File: config.mk
export PLATFORM = sky130hd
export DESIGN_NAME = bpl_pin_lanes
export DESIGN_NICKNAME = d
export VERILOG_FILES = /design/src/core/bpl_pkg.sv /design/src/core/bpl_pin_lanes.sv
export VERILOG_INCLUDE_DIRS = /design/src /design/src/core
export SDC_FILE = /design/constraint.sdc
export NUM_CORES = 1
export LEC_CHECK = 0
export BUFFER_PORTS_ARGS = -buffer_cell sky130_fd_sc_hd__buf_2
export CAP_MARGIN = 10
export CELL_PAD_IN_SITES_DETAIL_PLACEMENT = 1
export CELL_PAD_IN_SITES_GLOBAL_PLACEMENT = 1
export CORE_MARGIN = 2
export CORE_UTILIZATION = 25
export DETAILED_ROUTE_END_ITERATION = 8
export PLACE_DENSITY = 0.6
export REMOVE_ABC_BUFFERS = 1
export SLEW_MARGIN = 20
export SYNTH_ARGS = -nofsm -noshare
export SYNTH_HDL_FRONTEND = slang
export SYNTH_SLANG_ARGS = --single-unit
export TNS_END_PERCENT = 50
File: constraint.sdc
create_clock -name clk_sys -period 1.5 [get_ports clk_sys]
set_input_delay 0.3 -clock clk_sys [delete_from_list [all_inputs] [get_ports clk_sys]]
set_output_delay 0.3 -clock clk_sys [all_outputs]
set_load 0.02 [all_outputs]
File: src/core/bpl_regs.svh
`ifndef BPL_REGS_SVH
`define BPL_REGS_SVH

// Pin ranges of the multiplexed address field.
`define BPL_ROW_LOW_BASE 11
`define BPL_ROW_HIGH_BASE 19
`define BPL_ROW_LOW_SRC 6
`define BPL_ROW_HIGH_SRC 12
`define BPL_COL_LOW_BASE 12
`define BPL_COL_LOW_SRC 6
`define BPL_COL_HIGH_SRC 21
`define BPL_LOW_FIELD_LEN 8
`define BPL_HIGH_FIELD_LEN 11

// Levels that the pins show while reset is active, plus the transfer-control enables during hold.
`define BPL_LANES_IDLE 4'hf
`define BPL_DMA_ACK_IDLE 4'hf
`define BPL_COL_STROBE_IDLE 4'hf
`define BPL_TC_IDLE 4'hf
`define BPL_TC_HOLD_OE 4'he
`define BPL_TRACE_IDLE 7'h00

`endif

File: src/core/bpl_pkg.sv
package bpl_pkg;

    // Port width of the addressed region.
    typedef enum logic [1:0] {
        BPL_W8,
        BPL_W16,
        BPL_W32
    } bpl_width_type;

    // Size of one transfer.
    typedef enum logic [1:0] {
        BPL_BYTE,
        BPL_HALF,
        BPL_WORD
    } bpl_size_type;

    // Address cycle of the current access.
    typedef enum logic [1:0] {
        BPL_MUX_OFF,
        BPL_MUX_ROW,
        BPL_MUX_COL
    } bpl_mux_type;

    // One access as the bus interface unit presents it.
    typedef struct packed {
        logic valid;
        logic write;
        logic write_strobe;
        logic dram;
        bpl_width_type width;
        bpl_size_type size;
        bpl_mux_type mux;
        logic [0:31] addr;
        logic [0:31] data;
    } bpl_acc_type;

    // Control levels that the rest of the controller produces.
    typedef struct packed {
        logic column_mux_strobe;
        logic bus_request_out;
        logic [0:3] column_strobes;
        logic [0:3] lower_chip_selects;
        logic [0:3] shared_select_row_strobes;
        logic row_strobe_mode;
        logic [0:3] dma_acknowledge_lines;
        logic external_acknowledge;
        logic dram_output_enable;
        logic dram_write_enable;
        logic error_out;
        logic read_enable;
        logic [0:3] transfer_cycle_controls;
        logic tdo;
        logic [0:6] trace_status_outputs;
        logic serial_transmit_out;
        logic initiate_reset;
    } bpl_ctl_type;

    // Values that an external master supplies while it holds the bus.
    typedef struct packed {
        logic [6:29] addr;
        logic [0:3] lanes;
        logic ext_size_bit1;
        logic ext_size_bit0;
    } bpl_ext_type;

    // Every pin value and enable the block drives.
    typedef struct packed {
        logic [6:29] addr;
        logic addr_oe;
        logic column_mux_strobe;
        logic bus_request_out;
        logic [0:3] column_strobes;
        logic [0:3] lower_chip_selects;
        logic lower_cs_oe;
        logic [0:3] shared_select_row_strobes;
        logic shared_oe;
        logic [0:31] data;
        logic data_oe;
        logic [0:3] dma_acknowledge_lines;
        logic external_acknowledge;
        logic dram_output_enable;
        logic dram_write_enable;
        logic error_out;
        logic hold_grant;
        logic read_enable;
        logic read_enable_oe;
        logic reset_oe;
        logic rw;
        logic rw_oe;
        logic [0:3] transfer_cycle_controls;
        logic [0:3] tc_oe;
        logic tdo;
        logic tdo_oe;
        logic [0:6] trace_status_outputs;
        logic [0:3] write_lane_enables;
        logic lanes_oe;
        logic serial_transmit_out;
    } bpl_pins_type;

    // All state of the pin block.
    typedef struct packed {
        bpl_pins_type pins;
        logic hreq_s1;
        logic hreq_s2;
        logic rst_s1;
        logic rst_s2;
        bpl_ext_type ext_s1;
        bpl_ext_type ext_s2;
    } bpl_state_type;

endpackage : bpl_pkg

File: src/core/bpl_pin_lanes.sv
// Operation
// - Eight-bit region: line 0 is write strobe, line 1 high, lines 2:3 carry A30:31.
// - Sixteen-bit region: line 0 upper-byte, line 1 lower-byte, lines 2:3 carry A30:31.
// - Thirty-two-bit region: lines 0:3 enable bytes 0:3, active low, per size.
// - Row cycle: a6..a13 on A11..A18, a12..a22 on A19..A29.
// - Column cycle: a6..a12 on A12..A18, a21..a31 on A19..A29, A11 undefined.
// - In reset: chip selects, shared strobes, data float; DMA acknowledges high.
// - In reset: external acknowledge and DRAM output and write enables high.
// - In reset: error and hold grant low; output-enable pin floats.
// - Reset pin floats always, except while the device initiates a system reset.
// - In reset: read/write floats, transfer controls become inputs, test output floats.
// - During hold grant the address pins float and become inputs.
// - During hold grant the data bus floats; the external master drives it.
// - During hold: output-enable pin gives size bit 1, control 3 size bit 0.
// - During hold the lane pins are inputs for A4:5 and A30:31.
// - During hold shared pins float as chip selects, stay working as row strobes.
// - During hold, strobes, enables, error, acknowledge, request, status keep switching.
// - Byte or halfword banks put A30:31 on lines 2:3 in every mux mode.
`timescale 1ns/10ps
`include "bpl_regs.svh"

module bpl_pin_lanes (
    input wire logic clk_sys,
    input wire logic rst_b,
    input wire bpl_pkg::bpl_acc_type acc,
    input wire bpl_pkg::bpl_ctl_type ctl,
    input wire logic bus_idle,
    input wire logic hold_request_pin,
    input wire logic reset_pin_in,
    input wire logic read_enable_in,
    input wire logic [0:3] transfer_cycle_controls_in,
    input wire logic [6:29] addr_in,
    input wire logic [0:3] write_lane_enables_in,
    output bpl_pkg::bpl_pins_type pins,
    output logic reset_pin_out,
    output bpl_pkg::bpl_ext_type ext_master,
    output logic reset_pin_level
);

    bpl_pkg::bpl_state_type s_q;
    bpl_pkg::bpl_state_type s_d;
    bpl_pkg::bpl_ext_type ext_raw;
    logic [0:3] lanes_calc;
    logic [6:29] addr_calc;
    logic grant_d;

    // Lane encoding per region width and transfer size; DRAM narrower than 32 bits keeps lines 0:1 high.
    function automatic logic [0:3] lane_code(input bpl_pkg::bpl_acc_type a);
        logic [0:1] lo;
        logic [0:3] r;
        lo = a.addr[30:31];
        r = `BPL_LANES_IDLE;
        case (a.width)
            bpl_pkg::BPL_W8: begin
                r = {!a.write_strobe, 1'b1, lo};
            end
            bpl_pkg::BPL_W16: begin
                if (a.size == bpl_pkg::BPL_BYTE) begin
                    r = {lo[1], !lo[1], lo};
                end else begin
                    r = {2'b00, lo};
                end
            end
            bpl_pkg::BPL_W32: begin
                case (a.size)
                    bpl_pkg::BPL_WORD: r = 4'h0;
                    bpl_pkg::BPL_HALF: r = lo[0] ? 4'hc : 4'h3;
                    default: r = ~(4'h8 >> lo);
                endcase
            end
            default: r = `BPL_LANES_IDLE;
        endcase
        if (a.dram && a.width != bpl_pkg::BPL_W32) begin
            r[0:1] = 2'b11;
        end
        return r;
    endfunction : lane_code

    // Address pins; A6:10 always keep their plain value.
    always_comb begin
        addr_calc = acc.addr[6:29];
        case (acc.mux)
            bpl_pkg::BPL_MUX_ROW: begin
                for (int i = 0; i < `BPL_LOW_FIELD_LEN; i++) begin
                    addr_calc[`BPL_ROW_LOW_BASE + i] = acc.addr[`BPL_ROW_LOW_SRC + i];
                end
                for (int i = 0; i < `BPL_HIGH_FIELD_LEN; i++) begin
                    addr_calc[`BPL_ROW_HIGH_BASE + i] = acc.addr[`BPL_ROW_HIGH_SRC + i];
                end
            end
            bpl_pkg::BPL_MUX_COL: begin
                // A11 is undefined here; it keeps its plain value to save a mux input.
                for (int i = 0; i < `BPL_LOW_FIELD_LEN - 1; i++) begin
                    addr_calc[`BPL_COL_LOW_BASE + i] = acc.addr[`BPL_COL_LOW_SRC + i];
                end
                for (int i = 0; i < `BPL_HIGH_FIELD_LEN; i++) begin
                    addr_calc[`BPL_ROW_HIGH_BASE + i] = acc.addr[`BPL_COL_HIGH_SRC + i];
                end
            end
            default: addr_calc = acc.addr[6:29];
        endcase
    end

    assign lanes_calc = lane_code(acc);
    assign ext_raw = '{addr: addr_in, lanes: write_lane_enables_in,
                       ext_size_bit1: read_enable_in,
                       ext_size_bit0: transfer_cycle_controls_in[3]};

    // Grant is given only on an idle bus and is then held for as long as the request stays.
    assign grant_d = s_q.hreq_s2 && (s_q.pins.hold_grant || bus_idle);

    // Next state of every pin, plus the input synchronisers.
    always_comb begin
        s_d = s_q;
        s_d.hreq_s1 = hold_request_pin;
        s_d.hreq_s2 = s_q.hreq_s1;
        s_d.rst_s1 = reset_pin_in;
        s_d.rst_s2 = s_q.rst_s1;
        s_d.ext_s1 = ext_raw;
        s_d.ext_s2 = s_q.ext_s1;
        // Lines that keep working in both modes.
        s_d.pins.column_mux_strobe = ctl.column_mux_strobe;
        s_d.pins.bus_request_out = ctl.bus_request_out;
        s_d.pins.column_strobes = ctl.column_strobes;
        s_d.pins.external_acknowledge = ctl.external_acknowledge;
        s_d.pins.dram_output_enable = ctl.dram_output_enable;
        s_d.pins.dram_write_enable = ctl.dram_write_enable;
        s_d.pins.error_out = ctl.error_out;
        s_d.pins.trace_status_outputs = ctl.trace_status_outputs;
        s_d.pins.serial_transmit_out = ctl.serial_transmit_out;
        s_d.pins.tdo = ctl.tdo;
        s_d.pins.tdo_oe = 1'b1;
        s_d.pins.reset_oe = ctl.initiate_reset;
        s_d.pins.shared_select_row_strobes = ctl.shared_select_row_strobes;
        s_d.pins.hold_grant = grant_d;
        s_d.pins.addr = addr_calc;
        s_d.pins.write_lane_enables = lanes_calc;
        s_d.pins.data = acc.data;
        s_d.pins.rw = !(acc.valid && acc.write);
        s_d.pins.read_enable = ctl.read_enable;
        if (grant_d) begin
            s_d.pins.addr_oe = 1'b0;
            s_d.pins.data_oe = 1'b0;
            s_d.pins.read_enable_oe = 1'b0;
            s_d.pins.tc_oe = `BPL_TC_HOLD_OE;
            s_d.pins.transfer_cycle_controls = `BPL_TC_IDLE;
            s_d.pins.lanes_oe = 1'b0;
            s_d.pins.shared_oe = ctl.row_strobe_mode;
            s_d.pins.dma_acknowledge_lines = `BPL_DMA_ACK_IDLE;
            s_d.pins.lower_cs_oe = 1'b0;
            s_d.pins.rw_oe = 1'b0;
        end else begin
            s_d.pins.addr_oe = 1'b1;
            s_d.pins.data_oe = acc.valid && acc.write;
            s_d.pins.read_enable_oe = 1'b1;
            s_d.pins.tc_oe = `BPL_TC_IDLE;
            s_d.pins.transfer_cycle_controls = ctl.transfer_cycle_controls;
            s_d.pins.lanes_oe = 1'b1;
            s_d.pins.shared_oe = 1'b1;
            s_d.pins.dma_acknowledge_lines = ctl.dma_acknowledge_lines;
            s_d.pins.lower_cs_oe = 1'b1;
            s_d.pins.lower_chip_selects = ctl.lower_chip_selects;
            s_d.pins.rw_oe = 1'b1;
        end
    end

    // Reset puts every pin in its reset state straight away, without waiting for a clock.
    always_ff @(posedge clk_sys or negedge rst_b) begin
        if (!rst_b) begin
            // Every enable clears, so pins float and grant and error sit low.
            s_q <= '0;
            s_q.pins.column_strobes <= `BPL_COL_STROBE_IDLE;
            s_q.pins.dma_acknowledge_lines <= `BPL_DMA_ACK_IDLE;
            s_q.pins.external_acknowledge <= 1'b1;
            s_q.pins.dram_output_enable <= 1'b1;
            s_q.pins.dram_write_enable <= 1'b1;
            s_q.pins.transfer_cycle_controls <= `BPL_TC_IDLE;
            s_q.pins.trace_status_outputs <= `BPL_TRACE_IDLE;
            s_q.pins.write_lane_enables <= `BPL_LANES_IDLE;
            s_q.pins.serial_transmit_out <= 1'b1;
            s_q.pins.rw <= 1'b1;
        end else begin
            s_q <= s_d;
        end
    end

    assign pins = s_q.pins;
    assign reset_pin_out = 1'b0; // Only ever pulls low.
    assign ext_master = s_q.ext_s2;
    assign reset_pin_level = s_q.rst_s2;

    // First sampled edge after release still shows the reset pin states.
    chk_reset_float: assert property (@(posedge clk_sys) $rose(rst_b) |->
        !pins.addr_oe && !pins.column_mux_strobe && !pins.bus_request_out
        && pins.column_strobes == `BPL_COL_STROBE_IDLE)
        else $error("Address or strobes wrong at reset release.");
    chk_reset_selects: assert property (@(posedge clk_sys) $rose(rst_b) |->
        !pins.lower_cs_oe && !pins.shared_oe && !pins.data_oe
        && pins.dma_acknowledge_lines == `BPL_DMA_ACK_IDLE)
        else $error("Selects, data or DMA acks wrong in reset.");
    chk_reset_dram: assert property (@(posedge clk_sys) $rose(rst_b) |->
        pins.external_acknowledge && pins.dram_output_enable && pins.dram_write_enable)
        else $error("Acknowledge or DRAM enables not high in reset.");
    chk_reset_misc: assert property (@(posedge clk_sys) $rose(rst_b) |->
        !pins.error_out && !pins.hold_grant && !pins.read_enable_oe && !pins.rw_oe
        && pins.tc_oe == 4'h0 && !pins.tdo_oe && !pins.lanes_oe && pins.serial_transmit_out)
        else $error("Misc pins wrong in reset.");
    // Out of reset, the reset pin drive follows the controller's request of the cycle before.
    chk_reset_pin_drive: assert property (@(posedge clk_sys) disable iff (!rst_b)
        $past(rst_b) |-> pins.reset_oe == $past(ctl.initiate_reset))
        else $error("Reset pin driven without a system reset request.");
    chk_hold_float: assert property (@(posedge clk_sys) disable iff (!rst_b)
        pins.hold_grant |-> !pins.addr_oe && !pins.data_oe && !pins.lanes_oe
        && !pins.read_enable_oe && pins.tc_oe == `BPL_TC_HOLD_OE)
        else $error("Pin driven while hold is granted.");
    chk_hold_selects: assert property (@(posedge clk_sys) disable iff (!rst_b)
        pins.hold_grant |-> pins.shared_oe == $past(ctl.row_strobe_mode)
        && !pins.lower_cs_oe && !pins.rw_oe && pins.dma_acknowledge_lines == 4'hf)
        else $error("Shared pins or selects wrong during hold.");
    chk_hold_grant: assert property (@(posedge clk_sys) disable iff (!rst_b)
        $rose(hold_request_pin) && bus_idle ##1 bus_idle ##1 bus_idle |=> pins.hold_grant)
        else $error("Hold grant not given three edges after request.");
    chk_lane_map: assert property (@(posedge clk_sys) disable iff (!rst_b)
        acc.width == bpl_pkg::BPL_W32 && acc.size == bpl_pkg::BPL_WORD |=>
        pins.write_lane_enables == 4'h0)
        else $error("Lane enables do not follow the access.");
    chk_lane_narrow: assert property (@(posedge clk_sys) disable iff (!rst_b)
        acc.width != bpl_pkg::BPL_W32 |=> pins.write_lane_enables[2:3] == $past(acc.addr[30:31]))
        else $error("Narrow bank lanes 2:3 lost A30:31.");
    chk_row_mux: assert property (@(posedge clk_sys) disable iff (!rst_b)
        acc.mux == bpl_pkg::BPL_MUX_ROW |=>
        pins.addr[11:18] == $past(acc.addr[6:13]) && pins.addr[19:29] == $past(acc.addr[12:22]))
        else $error("Row cycle address wrong.");
    chk_col_mux: assert property (@(posedge clk_sys) disable iff (!rst_b)
        acc.mux == bpl_pkg::BPL_MUX_COL |=>
        pins.addr[12:18] == $past(acc.addr[6:12]) && pins.addr[19:29] == $past(acc.addr[21:31]))
        else $error("Column cycle address wrong.");

    cov_hold: cover property (@(posedge clk_sys) disable iff (!rst_b) $rose(pins.hold_grant));
    cov_col: cover property (@(posedge clk_sys) disable iff (!rst_b)
        acc.mux == bpl_pkg::BPL_MUX_ROW ##1 acc.mux == bpl_pkg::BPL_MUX_COL);
    cov_w16_odd: cover property (@(posedge clk_sys) disable iff (!rst_b)
        acc.width == bpl_pkg::BPL_W16 && acc.size == bpl_pkg::BPL_BYTE && acc.addr[31]);

endmodule : bpl_pin_lanes

# == Word-level counts from Yosys, hierarchy flattened ==
# Cells that the tools add are included.
# totals
register_bits,172
in_bits,150
# op_classes
eq_ne,7
shifts,1
mux,11
bitwise_logic,1
n_reduce_logical,9
# ops
cell,count
$pmux 18 s2,1
$pmux 4 s3,1
$mux 9,1
$mux 4,2
$pmux 4 s2,1
$eq 2x1->1 const B,3
$eq 2x2->1 const B,3
$mux 5,1
$logic_not 2->1,2
$not 4->4,1
$shr 4x2->4 const A,1
$logic_and 1x1->1,3
$logic_not 1->1,3
$mux 1,3
$mux 2,1
$ne 2x2->1 const B,1
$logic_or 1x1->1,1

# == Depth between registers and ports, before layout ==
# Gate-level depths: netlist (run 1).
# logic_depth
depth_word,5
ltp_mapped,6
depth_no_buf,5

# == Worst setup path before layout (run 1) ==
# Ideal clock, no wire load.
# synth_path
path_kind,input -> register
startpoint,in acc[64] (netlist name)
endpoint,reg pins[100] (netlist name)
setup_time_ns,0.133
t_arrival_ns,1.037
setup_slack_ns,0.330
cell_stages,5
path_buffers,2
cell_sequence,inv_1 -> ha_1 -> buf_2 -> clkbuf_1 -> o21ai_0
# synth_via
elab_chain_len,2
elab_cells_between_ends,3
classes_between,eq/ne: 2; mux: 1
# synth_lines
element,line,rtl
"start, declared",bpl_pin_lanes.sv:25,"input wire bpl_pkg::bpl_acc_type acc,"
$eq 2x2->1 / $eq 2x1->1 (equally long branches),bpl_pin_lanes.sv:82,case (acc.mux)
$pmux 18 s2 (*),bpl_pin_lanes.sv:82,
"net addr_calc, one bit",bpl_pin_lanes.sv:44,logic [6:29] addr_calc;
# Mark *: on every way through the listed nets, which the timed path passes. The rest lies on a longest branch.
# A chain may end at the register's enable or synchronous reset.

# == Final worst setup path (run 1) ==
# layout_path
startpoint,reg pins[30] (netlist name)
endpoint,out pins[30] (netlist name)
# layout_lines
element,line,rtl
"end, declared",bpl_pin_lanes.sv:34,"output bpl_pkg::bpl_pins_type pins,"
# No word-level cell between the ends.

==> results of run 1 <==
==> power groups by stage <==
stage          Sequential [mW]  Combinational, mW  Clock (mW)
6_report                  4.88               1.32        4.45
5_1_grt                   4.91               1.44        4.80
4_1_cts                   4.89               1.34        4.63
3_5_place_dp              4.97               1.14           0
3_3_place_gp              4.96               1.12           0
2_1_floorplan             5.28              0.151           0
==> final cells by class <==
cell class              instances  area (um2)  share of cell area
multi-input cells              95         594              0.0716
clock buffers                  17         425              0.0513
clock inverters                15         196              0.0237
inverters                       6        22.5             0.00271
flip-flops and latches        167        4210               0.507
well taps                     319         399              0.0481
repair buffers                385        2460               0.296
==> synth_stat cells <==
cell and count:
sky130_fd_sc_hd__a32oi_1 1, sky130_fd_sc_hd__and3_1 1, sky130_fd_sc_hd__o22a_1 1, sky130_fd_sc_hd__a31oi_1 1
sky130_fd_sc_hd__a22oi_1 18, sky130_fd_sc_hd__dfstp_2 21, sky130_fd_sc_hd__ha_1 4, sky130_fd_sc_hd__mux2_2 5
sky130_fd_sc_hd__buf_6 3, sky130_fd_sc_hd__inv_1 5, sky130_fd_sc_hd__inv_2 1, sky130_fd_sc_hd__a21boi_0 1
sky130_fd_sc_hd__nand2_1 21, sky130_fd_sc_hd__dfrtp_1 146, sky130_fd_sc_hd__o21ai_0 19, sky130_fd_sc_hd__buf_2 3
sky130_fd_sc_hd__buf_4 144, sky130_fd_sc_hd__a21oi_1 2, sky130_fd_sc_hd__and2b_1 1, sky130_fd_sc_hd__nor2_1 3
sky130_fd_sc_hd__conb_1 2, sky130_fd_sc_hd__o21a_1 1, sky130_fd_sc_hd__nand2b_1 11, sky130_fd_sc_hd__clkbuf_1 1
sky130_fd_sc_hd__o21ai_4 1, sky130_fd_sc_hd__nor2_2 1, sky130_fd_sc_hd__or2_1 1
==> sequential cells by signal, summed over array words and instances (netlist names) <==
signal and cells:
ext_master 30, pins 103, reset_pin_level 1, s_d 32, s_q 1
==> routing by layer <==
layer	vias to the layer above	part of all wire
met5	-	0
met4	0	0.014
met3	17	0.092
met2	185	0.51
met1	1876	0.38
li1	1698	-
==> through the flow <==
step,utilization,TNS [ps],power [mW],std cells,setup slack [ps]
detailed placement,0.289,-837,6.11,881,-98.5
global placement,0.289,-40.4,6.09,881,-12.9
floorplan,-,0,5.43,268,160
finish,0.355,0,10.7,1004,82.0
global route,0.355,0,11.2,1004,31.0
CTS,0.355,0,10.8,1004,44.1
==> cells in the final DEF (no fill, tap or decap), types with 2 or more instances in the layout <==
cell                            count
sky130_fd_sc_hd__a22oi_1           18
sky130_fd_sc_hd__buf_2            281
sky130_fd_sc_hd__inv_8              2
sky130_fd_sc_hd__mux2_2             5
sky130_fd_sc_hd__o21ai_0           19
sky130_fd_sc_hd__dlygate4sd3_1     91
sky130_fd_sc_hd__dfrtp_1          146
sky130_fd_sc_hd__inv_1              5
sky130_fd_sc_hd__nor2_1             3
sky130_fd_sc_hd__nand2_1           21
sky130_fd_sc_hd__a21oi_1            2
sky130_fd_sc_hd__inv_12             2
sky130_fd_sc_hd__dfstp_2           21
sky130_fd_sc_hd__buf_12             3
sky130_fd_sc_hd__clkbuf_16         17
sky130_fd_sc_hd__inv_6              2
sky130_fd_sc_hd__clkinv_8           6
sky130_fd_sc_hd__conb_1             2
sky130_fd_sc_hd__nand2b_1          11
sky130_fd_sc_hd__buf_4              9
sky130_fd_sc_hd__ha_1               4
sky130_fd_sc_hd__clkinv_4           3
==> cell families after synthesis <==
kind of cell    Yosys count
flops                   167
buf+inv                 157
compound gates           45
mux                       5
other cells               2
fa+ha+maj                 4
simple gates             39
==> timing repair <==
action,in CTS,in global routing
endpoints found under the hold margin,108,0
hold buffers,91,0
buffers inserted,0,0
==> worst register-to-register path: stages, from the launching register on <==
cell,delay [ps]
sky130_fd_sc_hd__dfrtp_1,410
sky130_fd_sc_hd__o21ai_4,220
sky130_fd_sc_hd__mux2_2,360
==> worst max-delay path by stage <==
stage                     depth (start not counted)        end  slack [ps]     start
after floorplan                                   3  pins[100]         160   acc[64]
final                                             1   pins[30]          80  pins[30]
after global routing                              1   pins[30]          30  pins[30]
after detailed placement                          5   pins[96]        -100   acc[64]
after global placement                            5  pins[100]         -10   acc[64]
after CTS                                         1   pins[30]          40  pins[30]
==> impl_metrics.csv, run 1 <==
group,metric,value,unit
synthesis,yosys.area_share.simple,0.0311,
clock_network,cts-root-buf,"sky130_fd_sc_hd__clkbuf_16",
setup_path,crit_path_cell_trace,"buf_2",
floorplanning,fp.dieW,158,um
synthesis,synthesis.instances,419,
synthesis,synth.top_cells.by_area,"sky130_fd_sc_hd__dfrtp_1 61%, sky130_fd_sc_hd__buf_4 18%, sky130_fd_sc_hd__dfstp_2 9.3%, sky130_fd_sc_hd__a22oi_1 2.3%, sky130_fd_sc_hd__o21ai_0 1.6%",
grt,grt.met1_usage,0.139,
setup_path,crit_required,1200,ps
run,drv_cap,0,
synthesis,synth_compound_gate_area_share,0.0496,
layout,final_cell_area,8300,um2
routing,initialDrtViolationCount,133,
worst_hold_path,endpoint_of_the_worst_hold_path,"pins[48]",
worst_hold_path,whs_path_depth,1,
setup_path,critical-path-slowest-cell,"sky130_fd_sc_hd__dfstp_2",
grt,grt_start_max_net_pins,38,
place,placement.cell_area,6770,um2
timing,slew_headroom,0.513,
synthesis,synth_adder_area_share,0.00840,
worst_hold_path,min_path_type,"in2reg",
layout,drive_above_1_share,0.518,
power,cellLeakagePower,4.05,nW
timing,final.setup_skew,14.3,ps
routing,total_length_of_routed_wires,15.9,mm
setup_path,cp-start-kind,"flip-flop",
setup_path,start_to_end_type_of_the_worst_setup_path,"reg2out",
synthesis,syn_std_cell_area,5960,um2
power,sw_frac_of_total,0.283,
timing,finalHoldViolCount,0,
power,power_frac_clock,0.418,
worst_hold_path,hold_path.startpoint,"acc[10]",
layout,area_growth_syn_to_layout,39.3,%
routing,drt-wirelength-per-cell,15.9,um
synthesis,seq_area_frac_synth,0.706,
clock_network,cts_made_buffers,17,
routing,drc_errors,0,
timing,worst_hold_slack,28.0,ps
setup_path,signal_arrival_time_at_the_worst_endpoint,1120,ps
layout,antenna-diode-count,0,
power,internal_power_consumption,7.64,mW
timing,fmaxAchievable,0.705,GHz
routing,via_count,3776,
power,power_density,1280,nW/um2
synthesis,post_synth.cell_area_avg,14.2,um2
setup_path,critical_path.reg2reg.startpoint,"pins[28]",
grt,grt.met2_usage,0.231,
synthesis,synth_top_area_share,0.613,
timing,layout_min_cycle_time,1420,ps
setup_path,worst_r2r_endpoint,"pins[78]",
synthesis,post_synth_mux_area_share,0.00945,
setup_path,reg2regPathDepth,2,
place,port_buffers,282,
floorplanning,std_cell_rows,56,
grt,grt_usage,0.127,
timing,fin_crit_sh,0.945,
routing,post_drt_via_cell_ratio,3.76,
timing,rsz_0062_raised_after_global_routing,"false",
floorplanning,floorplan.die.height,158,um
timing,tightestPinTransition,730,ps
power,p_switching,3.01,mW
timing,setup_viol,0,
floorplanning,die-area,25100,um2
clock_network,clock_latency,420,ps
routing,first_pass_iters,4,
clock_network,clock-sinks,167,
grt,antenna_violations_before_repair,0,
floorplanning,top_level_ports,293,
synthesis,ys_seq_elements,167,
synthesis,synthesis.yosys.warnings,0,
place,globalplace.congestion,0.713,
status,outcome,"finished clean",
grt,grt_first_pass_wirelength,23.8,mm
floorplanning,core-area,23400,um2
grt,grt_pass1_vias,4196,
clock_network,max-clock-path-buffers,2,
synthesis,synth_top_area_cell,"sky130_fd_sc_hd__dfrtp_1",
setup_path,critPathMaxFanout,1,
timing,timing_max_transition_violations_final,0,
power,comb_power_share,0.124,
setup_path,path_delay_family,"flip-flops",
grt,grt_use_met3,0.0455,
setup_path,timing.reg2reg.setup_slack,390,ps
clock_network,cts-resized-gates,0,
grt,overflow,0,
clock_network,h-tree-depth,4,
synthesis,synthXorXnorAreaFrac,0,
setup_path,worst-path-buf-inv,1,
clock_network,tritoncts_clock_tree,"done",
power,irDropWorstVdd,0.706,mV
floorplanning,initial_utilization,0.254,
power,pwr-share-seq,0.459,
synthesis,yosys.cell_types.count,27,
layout,layout.nets,826,
layout,final.fill_count,2623,
grt,globalRoute.busiestLayer,"met2",
place,half_perimeter_wire_length_of_the_detailed_placement_result,11.2,mm
clock_network,clk_pin_slew_worst_paths,70,ps
setup_path,worstSetupEndpointType,"primary output",
routing,postRouteAntennaNets,0,
setup_path,cp_slowest_stage_delay,530,ps
synthesis,synth_top_family_by_area,"buffers and inverters",
Note: power is estimated with default switching activity, not from simulation.
==> run 2, diff against run 1 <==
--- a/config.mk
+++ b/config.mk
@@ -11,9 +11,9 @@
 export CELL_PAD_IN_SITES_DETAIL_PLACEMENT = 1
 export CELL_PAD_IN_SITES_GLOBAL_PLACEMENT = 1
 export CORE_MARGIN = 2
-export CORE_UTILIZATION = 25
+export CORE_UTILIZATION = 35
 export DETAILED_ROUTE_END_ITERATION = 8
-export PLACE_DENSITY = 0.6
+export PLACE_DENSITY = 0.79
 export REMOVE_ABC_BUFFERS = 1
 export SLEW_MARGIN = 20
 export SYNTH_ARGS = -nofsm -noshare
==> impl_metrics.csv, run 2 (synthesis results as in run 1) <==
group,metric,value,unit
routing,first_pass_iters,4,
timing,fmaxAchievable,0.715,GHz
run,drv_cap,0,
setup_path,path_delay_family,"flip-flops",
power,sw_frac_of_total,0.275,
grt,grt_usage,0.182,
power,cellLeakagePower,4.02,nW
grt,grt_first_pass_wirelength,24.5,mm
timing,slew_headroom,0.580,
clock_network,tritoncts_clock_tree,"done",
timing,setup_viol,0,
layout,drive_above_1_share,0.515,
routing,post_drt_via_cell_ratio,4.19,
floorplanning,die-area,18100,um2
floorplanning,std_cell_rows,47,
layout,number_of_flip_flops_under_the_largest_register_name,103,
power,power_after_layout,10.4,mW
clock_network,h-tree-depth,4,
routing,total_length_of_routed_wires,16.0,mm
clock_network,cts-root-buf,"sky130_fd_sc_hd__clkbuf_16",
layout,post-route-util,0.489,
floorplanning,top_level_ports,293,
routing,drt-wirelength-per-cell,17.7,um
clock_network,clock_latency,420,ps
routing,drc_errors,0,
setup_path,crit_required,1200,ps
layout,final_cell_mix,"281 x sky130_fd_sc_hd__buf_2, 146 x sky130_fd_sc_hd__dfrtp_1, 91 x sky130_fd_sc_hd__dlygate4sd3_1",
timing,fin_crit_sh,0.932,
layout,layout.cells.most_common,"sky130_fd_sc_hd__buf_2",
setup_path,worst-path-buf-inv,1,
power,irDropWorstVdd,0.722,mV
grt,overflow,0,
power,internal_power_consumption,7.58,mW
setup_path,critical_path.reg2reg.startpoint,"pins[28]",
timing,tightestPinTransition,630,ps
setup_path,critPathMaxFanout,1,
timing,layout_min_cycle_time,1400,ps
layout,layout.nets,821,
worst_hold_path,min_path_type,"in2reg",
setup_path,cp_slowest_stage_delay,520,ps
place,globalplace.congestion,0.763,
place,half_perimeter_wire_length_of_the_detailed_placement_result,10.9,mm
layout,antenna-diode-count,0,
timing,final.setup_skew,5.02,ps
place,port_buffers,282,
power,pwr-share-seq,0.468,
setup_path,signal_arrival_time_at_the_worst_endpoint,1100,ps
setup_path,worstSetupEndpointType,"primary output",
place,post-place-cells,777,
floorplanning,fp.dieW,134,um
grt,grt_start_max_net_pins,50,
routing,initialDrtViolationCount,78,
grt,grt_pass1_vias,4381,
floorplanning,initial_utilization,0.359,
timing,timing_max_transition_violations_final,0,
clock_network,max-clock-path-buffers,2,
status,outcome,"finished clean",
setup_path,critical_path_cell_count,1,
setup_path,cp-start-kind,"flip-flop",
clock_network,clk_pin_slew_worst_paths,70,ps
layout,area_growth_syn_to_layout,36.1,%
setup_path,critical-path-slowest-cell,"sky130_fd_sc_hd__dfstp_2",
setup_path,start_to_end_type_of_the_worst_setup_path,"reg2out",
setup_path,timing.reg2reg.setup_slack,410,ps
grt,antenna_violations_before_repair,0,
layout,final_cell_count_no_fill,900,
routing,postRouteAntennaNets,0,
timing,rsz_0062_raised_after_global_routing,"false",
setup_path,reg2regPathDepth,2,
clock_network,cts_made_buffers,17,
power,power_density,1290,nW/um2
setup_path,worst_r2r_endpoint,"pins[78]",
layout,largest-register,"pins",
power,comb_power_share,0.126,
floorplanning,core-area,16600,um2
worst_hold_path,whs_path_depth,1,
routing,via_count,3772,
floorplanning,floorplan.die.height,134,um
clock_network,clock-sinks,167,
worst_hold_path,endpoint_of_the_worst_hold_path,"pins[109]",
timing,finalHoldViolCount,0,
setup_path,crit_path_cell_trace,"buf_2",
power,power_frac_clock,0.406,
power,p_switching,2.87,mW
worst_hold_path,hold_path.startpoint,"acc[56]",
timing,setup_total_negative_slack,0,ps
==> run 2: worst reg2reg max path, cell delays in order (launching register included) <==
cell,delay (ps)
sky130_fd_sc_hd__dfrtp_1,400
sky130_fd_sc_hd__o21ai_4,210
sky130_fd_sc_hd__mux2_2,370
==> run 2: what timing repair did <==
action,CTS,global route
setup buffers,0,0
hold endpoints to repair,112,0
hold buffers,91,0
resized for setup,0,0
==> run 2: per-stage QoR <==
step	setup WS, ps	instance area [um2]	hold slack, ps
finish	102	8110	20.3
global route	59.9	8110	5.02
CTS	73.6	8110	0.413
detailed placement	-158	6620	214
global placement	68.3	6620	205
floorplan	160	4820	4.41
==> run 2: layout make-up <==
class                      count  area, um2
inverter                       6       22.5
multi-input combinational     95        594
fill                        1785       8480
tap                          220        275
timing repair buffer         380       2430
sequential                   167       4210
clock inverter                15        151
clock buffer                  17        425
==> run 2: power by group through the flow <==
stage / Combinational, mW / Clock, mW / Sequential, mW
final: 1.32 / 4.24 / 4.89
after global placement: 1.09 / 0 / 4.95
after detailed placement: 1.13 / 0 / 4.97
after CTS: 1.33 / 4.38 / 4.89
after floorplan: 0.151 / 0 / 5.28
after global routing: 1.42 / 4.57 / 4.91
==> run 2: worst max-delay path by stage <==
stage | from | end | slack [ps]
2_1_floorplan | acc[64] | pins[100] | 160
3_3_place_gp | acc[64] | pins[93] | 70
3_5_place_dp | acc[64] | pins[95] | -160
4_1_cts | pins[0] | pins[0] | 70
5_1_grt | pins[31] | pins[31] | 60
6_report | pins[82] | pins[82] | 100
==> run 2: routing by layer <==
| layer | routed length, um | vias up | global-route usage |
|---|---|---|---|
| li1 | - | 1692 | - |
| met1 | 5780 | 1870 | 0.198 |
| met2 | 8670 | 182 | 0.332 |
| met3 | 1120 | 28 | 0.0540 |
| met4 | 386 | 0 | 0.0725 |
| met5 | 0 | - | 0 |
==> run 3, diff against run 2 <==
--- a/config.mk
+++ b/config.mk
@@ -8,12 +8,10 @@
 export LEC_CHECK = 0
 export BUFFER_PORTS_ARGS = -buffer_cell sky130_fd_sc_hd__buf_2
 export CAP_MARGIN = 10
-export CELL_PAD_IN_SITES_DETAIL_PLACEMENT = 1
-export CELL_PAD_IN_SITES_GLOBAL_PLACEMENT = 1
 export CORE_MARGIN = 2
-export CORE_UTILIZATION = 35
+export CORE_UTILIZATION = 46
 export DETAILED_ROUTE_END_ITERATION = 8
-export PLACE_DENSITY = 0.79
+export PLACE_DENSITY = 0.8
 export REMOVE_ABC_BUFFERS = 1
 export SLEW_MARGIN = 20
 export SYNTH_ARGS = -nofsm -noshare
==> impl_metrics.csv, run 3 (synthesis results as in run 1) <==
group,metric,value,unit
routing,drt-wirelength-per-cell,16.8,um
routing,detail_route.wirelength.met1,4.94,mm
power,cellLeakagePower,3.99,nW
setup_path,worstSetupEndpointType,"primary output",
layout,layout.nets,822,
power,irDropWorstVdd,0.732,mV
layout,final_cell_mix,"281 x sky130_fd_sc_hd__buf_2, 146 x sky130_fd_sc_hd__dfrtp_1, 91 x sky130_fd_sc_hd__dlygate4sd3_1",
floorplanning,initial_utilization,0.472,
clock_network,max-clock-path-buffers,2,
clock_network,h-tree-depth,4,
routing,total_length_of_routed_wires,14.3,mm
floorplanning,core-area,12600,um2
layout,area_growth_syn_to_layout,34.8,%
setup_path,crit_path_cell_trace,"buf_2",
timing,layout_min_cycle_time,1440,ps
setup_path,cp_slowest_stage_delay,550,ps
timing,postLayoutSetupSlackWorst,63.8,ps
place,half_perimeter_wire_length_of_the_detailed_placement_result,9.02,mm
layout,drive_above_1_share,0.511,
clock_network,cts_setup_buffers,0,
setup_path,worst-path-buf-inv,1,
layout,largest-register,"pins",
setup_path,crit_required,1200,ps
routing,post_drt_via_cell_ratio,4.52,
floorplanning,die-area,13900,um2
layout,layout.cells.most_common,"sky130_fd_sc_hd__buf_2",
place,dpl_worst_slack,-21.4,ps
routing,via_count,3854,
grt,grt_first_pass_wirelength,22.1,mm
setup_path,start_to_end_type_of_the_worst_setup_path,"reg2out",
timing,tightestPinTransition,648,ps
grt,grt_usage,0.212,
place,port_buffers,282,
timing,fin_crit_sh,0.957,
layout,number_of_flip_flops_under_the_largest_register_name,103,
place,placement.cell_area,6550,um2
timing,slew_headroom,0.568,
clock_network,clock-sinks,167,
power,power_density,1290,nW/um2
setup_path,reg2regPathDepth,2,
layout,final_cell_area,8030,um2
floorplanning,top_level_ports,293,
run,drv_cap,0,
clock_network,clk_pin_slew_worst_paths,70,ps
routing,met3_routed_wl,1.23,mm
setup_path,critical_path.reg2reg.startpoint,"pins[28]",
timing,final.setup_skew,5.60,ps
setup_path,cp-start-kind,"flip-flop",
clock_network,cts_made_buffers,17,
timing,finalHoldViolCount,0,
place,globalplace.congestion,0.860,
worst_hold_path,hold_path.startpoint,"acc[56]",
timing,rsz_0062_raised_after_global_routing,"false",
setup_path,signal_arrival_time_at_the_worst_endpoint,1140,ps
timing,timing_max_transition_violations_final,0,
clock_network,tritoncts_clock_tree,"done",
timing,fmaxAchievable,0.696,GHz
clock_network,clock_latency,410,ps
floorplanning,floorplan.die.height,118,um
floorplanning,std_cell_rows,41,
layout,final.fill_count,928,
worst_hold_path,min_path_type,"in2reg",
routing,amount_of_wire_on_met2_after_detailed_routing,7.75,mm
grt,overflow,0,
worst_hold_path,endpoint_of_the_worst_hold_path,"pins[109]",
setup_path,path_delay_family,"flip-flops",
setup_path,worst_r2r_endpoint,"pins[77]",
routing,drc_errors,0,
timing,setup_viol,0,
floorplanning,fp.dieW,118,um
setup_path,critical-path-slowest-cell,"sky130_fd_sc_hd__dfstp_2",
status,outcome,"finished clean",
worst_hold_path,whs_path_depth,1,
grt,antenna_violations_before_repair,1,
grt,grt_pass1_vias,4171,
routing,initialDrtViolationCount,154,
clock_network,cts-root-buf,"sky130_fd_sc_hd__clkbuf_16",
routing,first_pass_iters,8,
routing,topRoutingLayerUsed,"met5",
setup_path,timing.reg2reg.setup_slack,240,ps
setup_path,critPathMaxFanout,1,
layout,antenna-diode-count,0,
grt,grt_start_max_net_pins,53,
routing,postRouteAntennaNets,0,
==> run 3: cell types whose count changed in the layout (fill, tap and decap cells not counted), moves of 2 or more <==
cell | before | now
sky130_fd_sc_hd__clkinvlp_4 | 0 | 5
sky130_fd_sc_hd__inv_8 | 5 | 1
sky130_fd_sc_hd__clkbuf_1 | 0 | 3
sky130_fd_sc_hd__buf_4 | 3 | 5
sky130_fd_sc_hd__clkinv_2 | 2 | 0
sky130_fd_sc_hd__clkinv_8 | 2 | 0
==> run 3: repair_timing <==
item / CTS / global route
hold buffers: 90 / 1
gates resized for setup: 0 / 0
endpoints found under the hold margin: 112 / 1
==> run 3: routing by layer <==
| metal | vias to the layer above | global-route usage |
|---|---|---|
| li1 | 1688 | - |
| met3 | 41 | 0.0746 |
| met2 | 247 | 0.383 |
| met4 | 2 | 0.0979 |
| met5 | - | 0 |
| met1 | 1876 | 0.218 |
==> run 3: power breakdown <==
group | switching, mW | internal (mW) | total, mW
registers | 0.0886 | 4.80 | 4.89
clock network | 1.78 | 2.36 | 4.14
logic | 0.750 | 0.549 | 1.30
total | 2.61 | 7.71 | 10.3
==> run 3: worst max path at each step <==
stage                     startpoint  slack [ps]        end  depth (start not counted)
after global routing        pins[80]          30   pins[80]                          1
after CTS                   pins[15]          70   pins[75]                          1
final                       pins[80]          60   pins[80]                          1
after global placement       acc[64]          80   pins[89]                          5
after floorplan              acc[64]         160  pins[100]                          3
after detailed placement     acc[64]         -20   pins[89]                          5
==> run 3: area by class of cell <==
cell class	instances	area (um2)	area share
well taps	172	215	0.0268
multi-input cells	95	594	0.0740
inverters	6	22.5	0.00281
clock buffers	21	450	0.0561
repair buffers	381	2430	0.302
clock inverters	11	114	0.0142
flip-flops and latches	167	4210	0.524
==> run 3: metrics by stage <==
stage | hold slack, ps | std cells | setup TNS, ps | power, mW | util
floorplan | 4.41 | 268 | 0 | 5.43 | -
global placement | 180 | 730 | 0 | 6.03 | 0.519
detailed placement | 178 | 730 | -21.4 | 6.06 | 0.519
CTS | 2.27 | 852 | 0 | 10.4 | 0.635
global route | 7.39 | 853 | 0 | 10.8 | 0.636
finish | 29.2 | 853 | 0 | 10.3 | 0.636
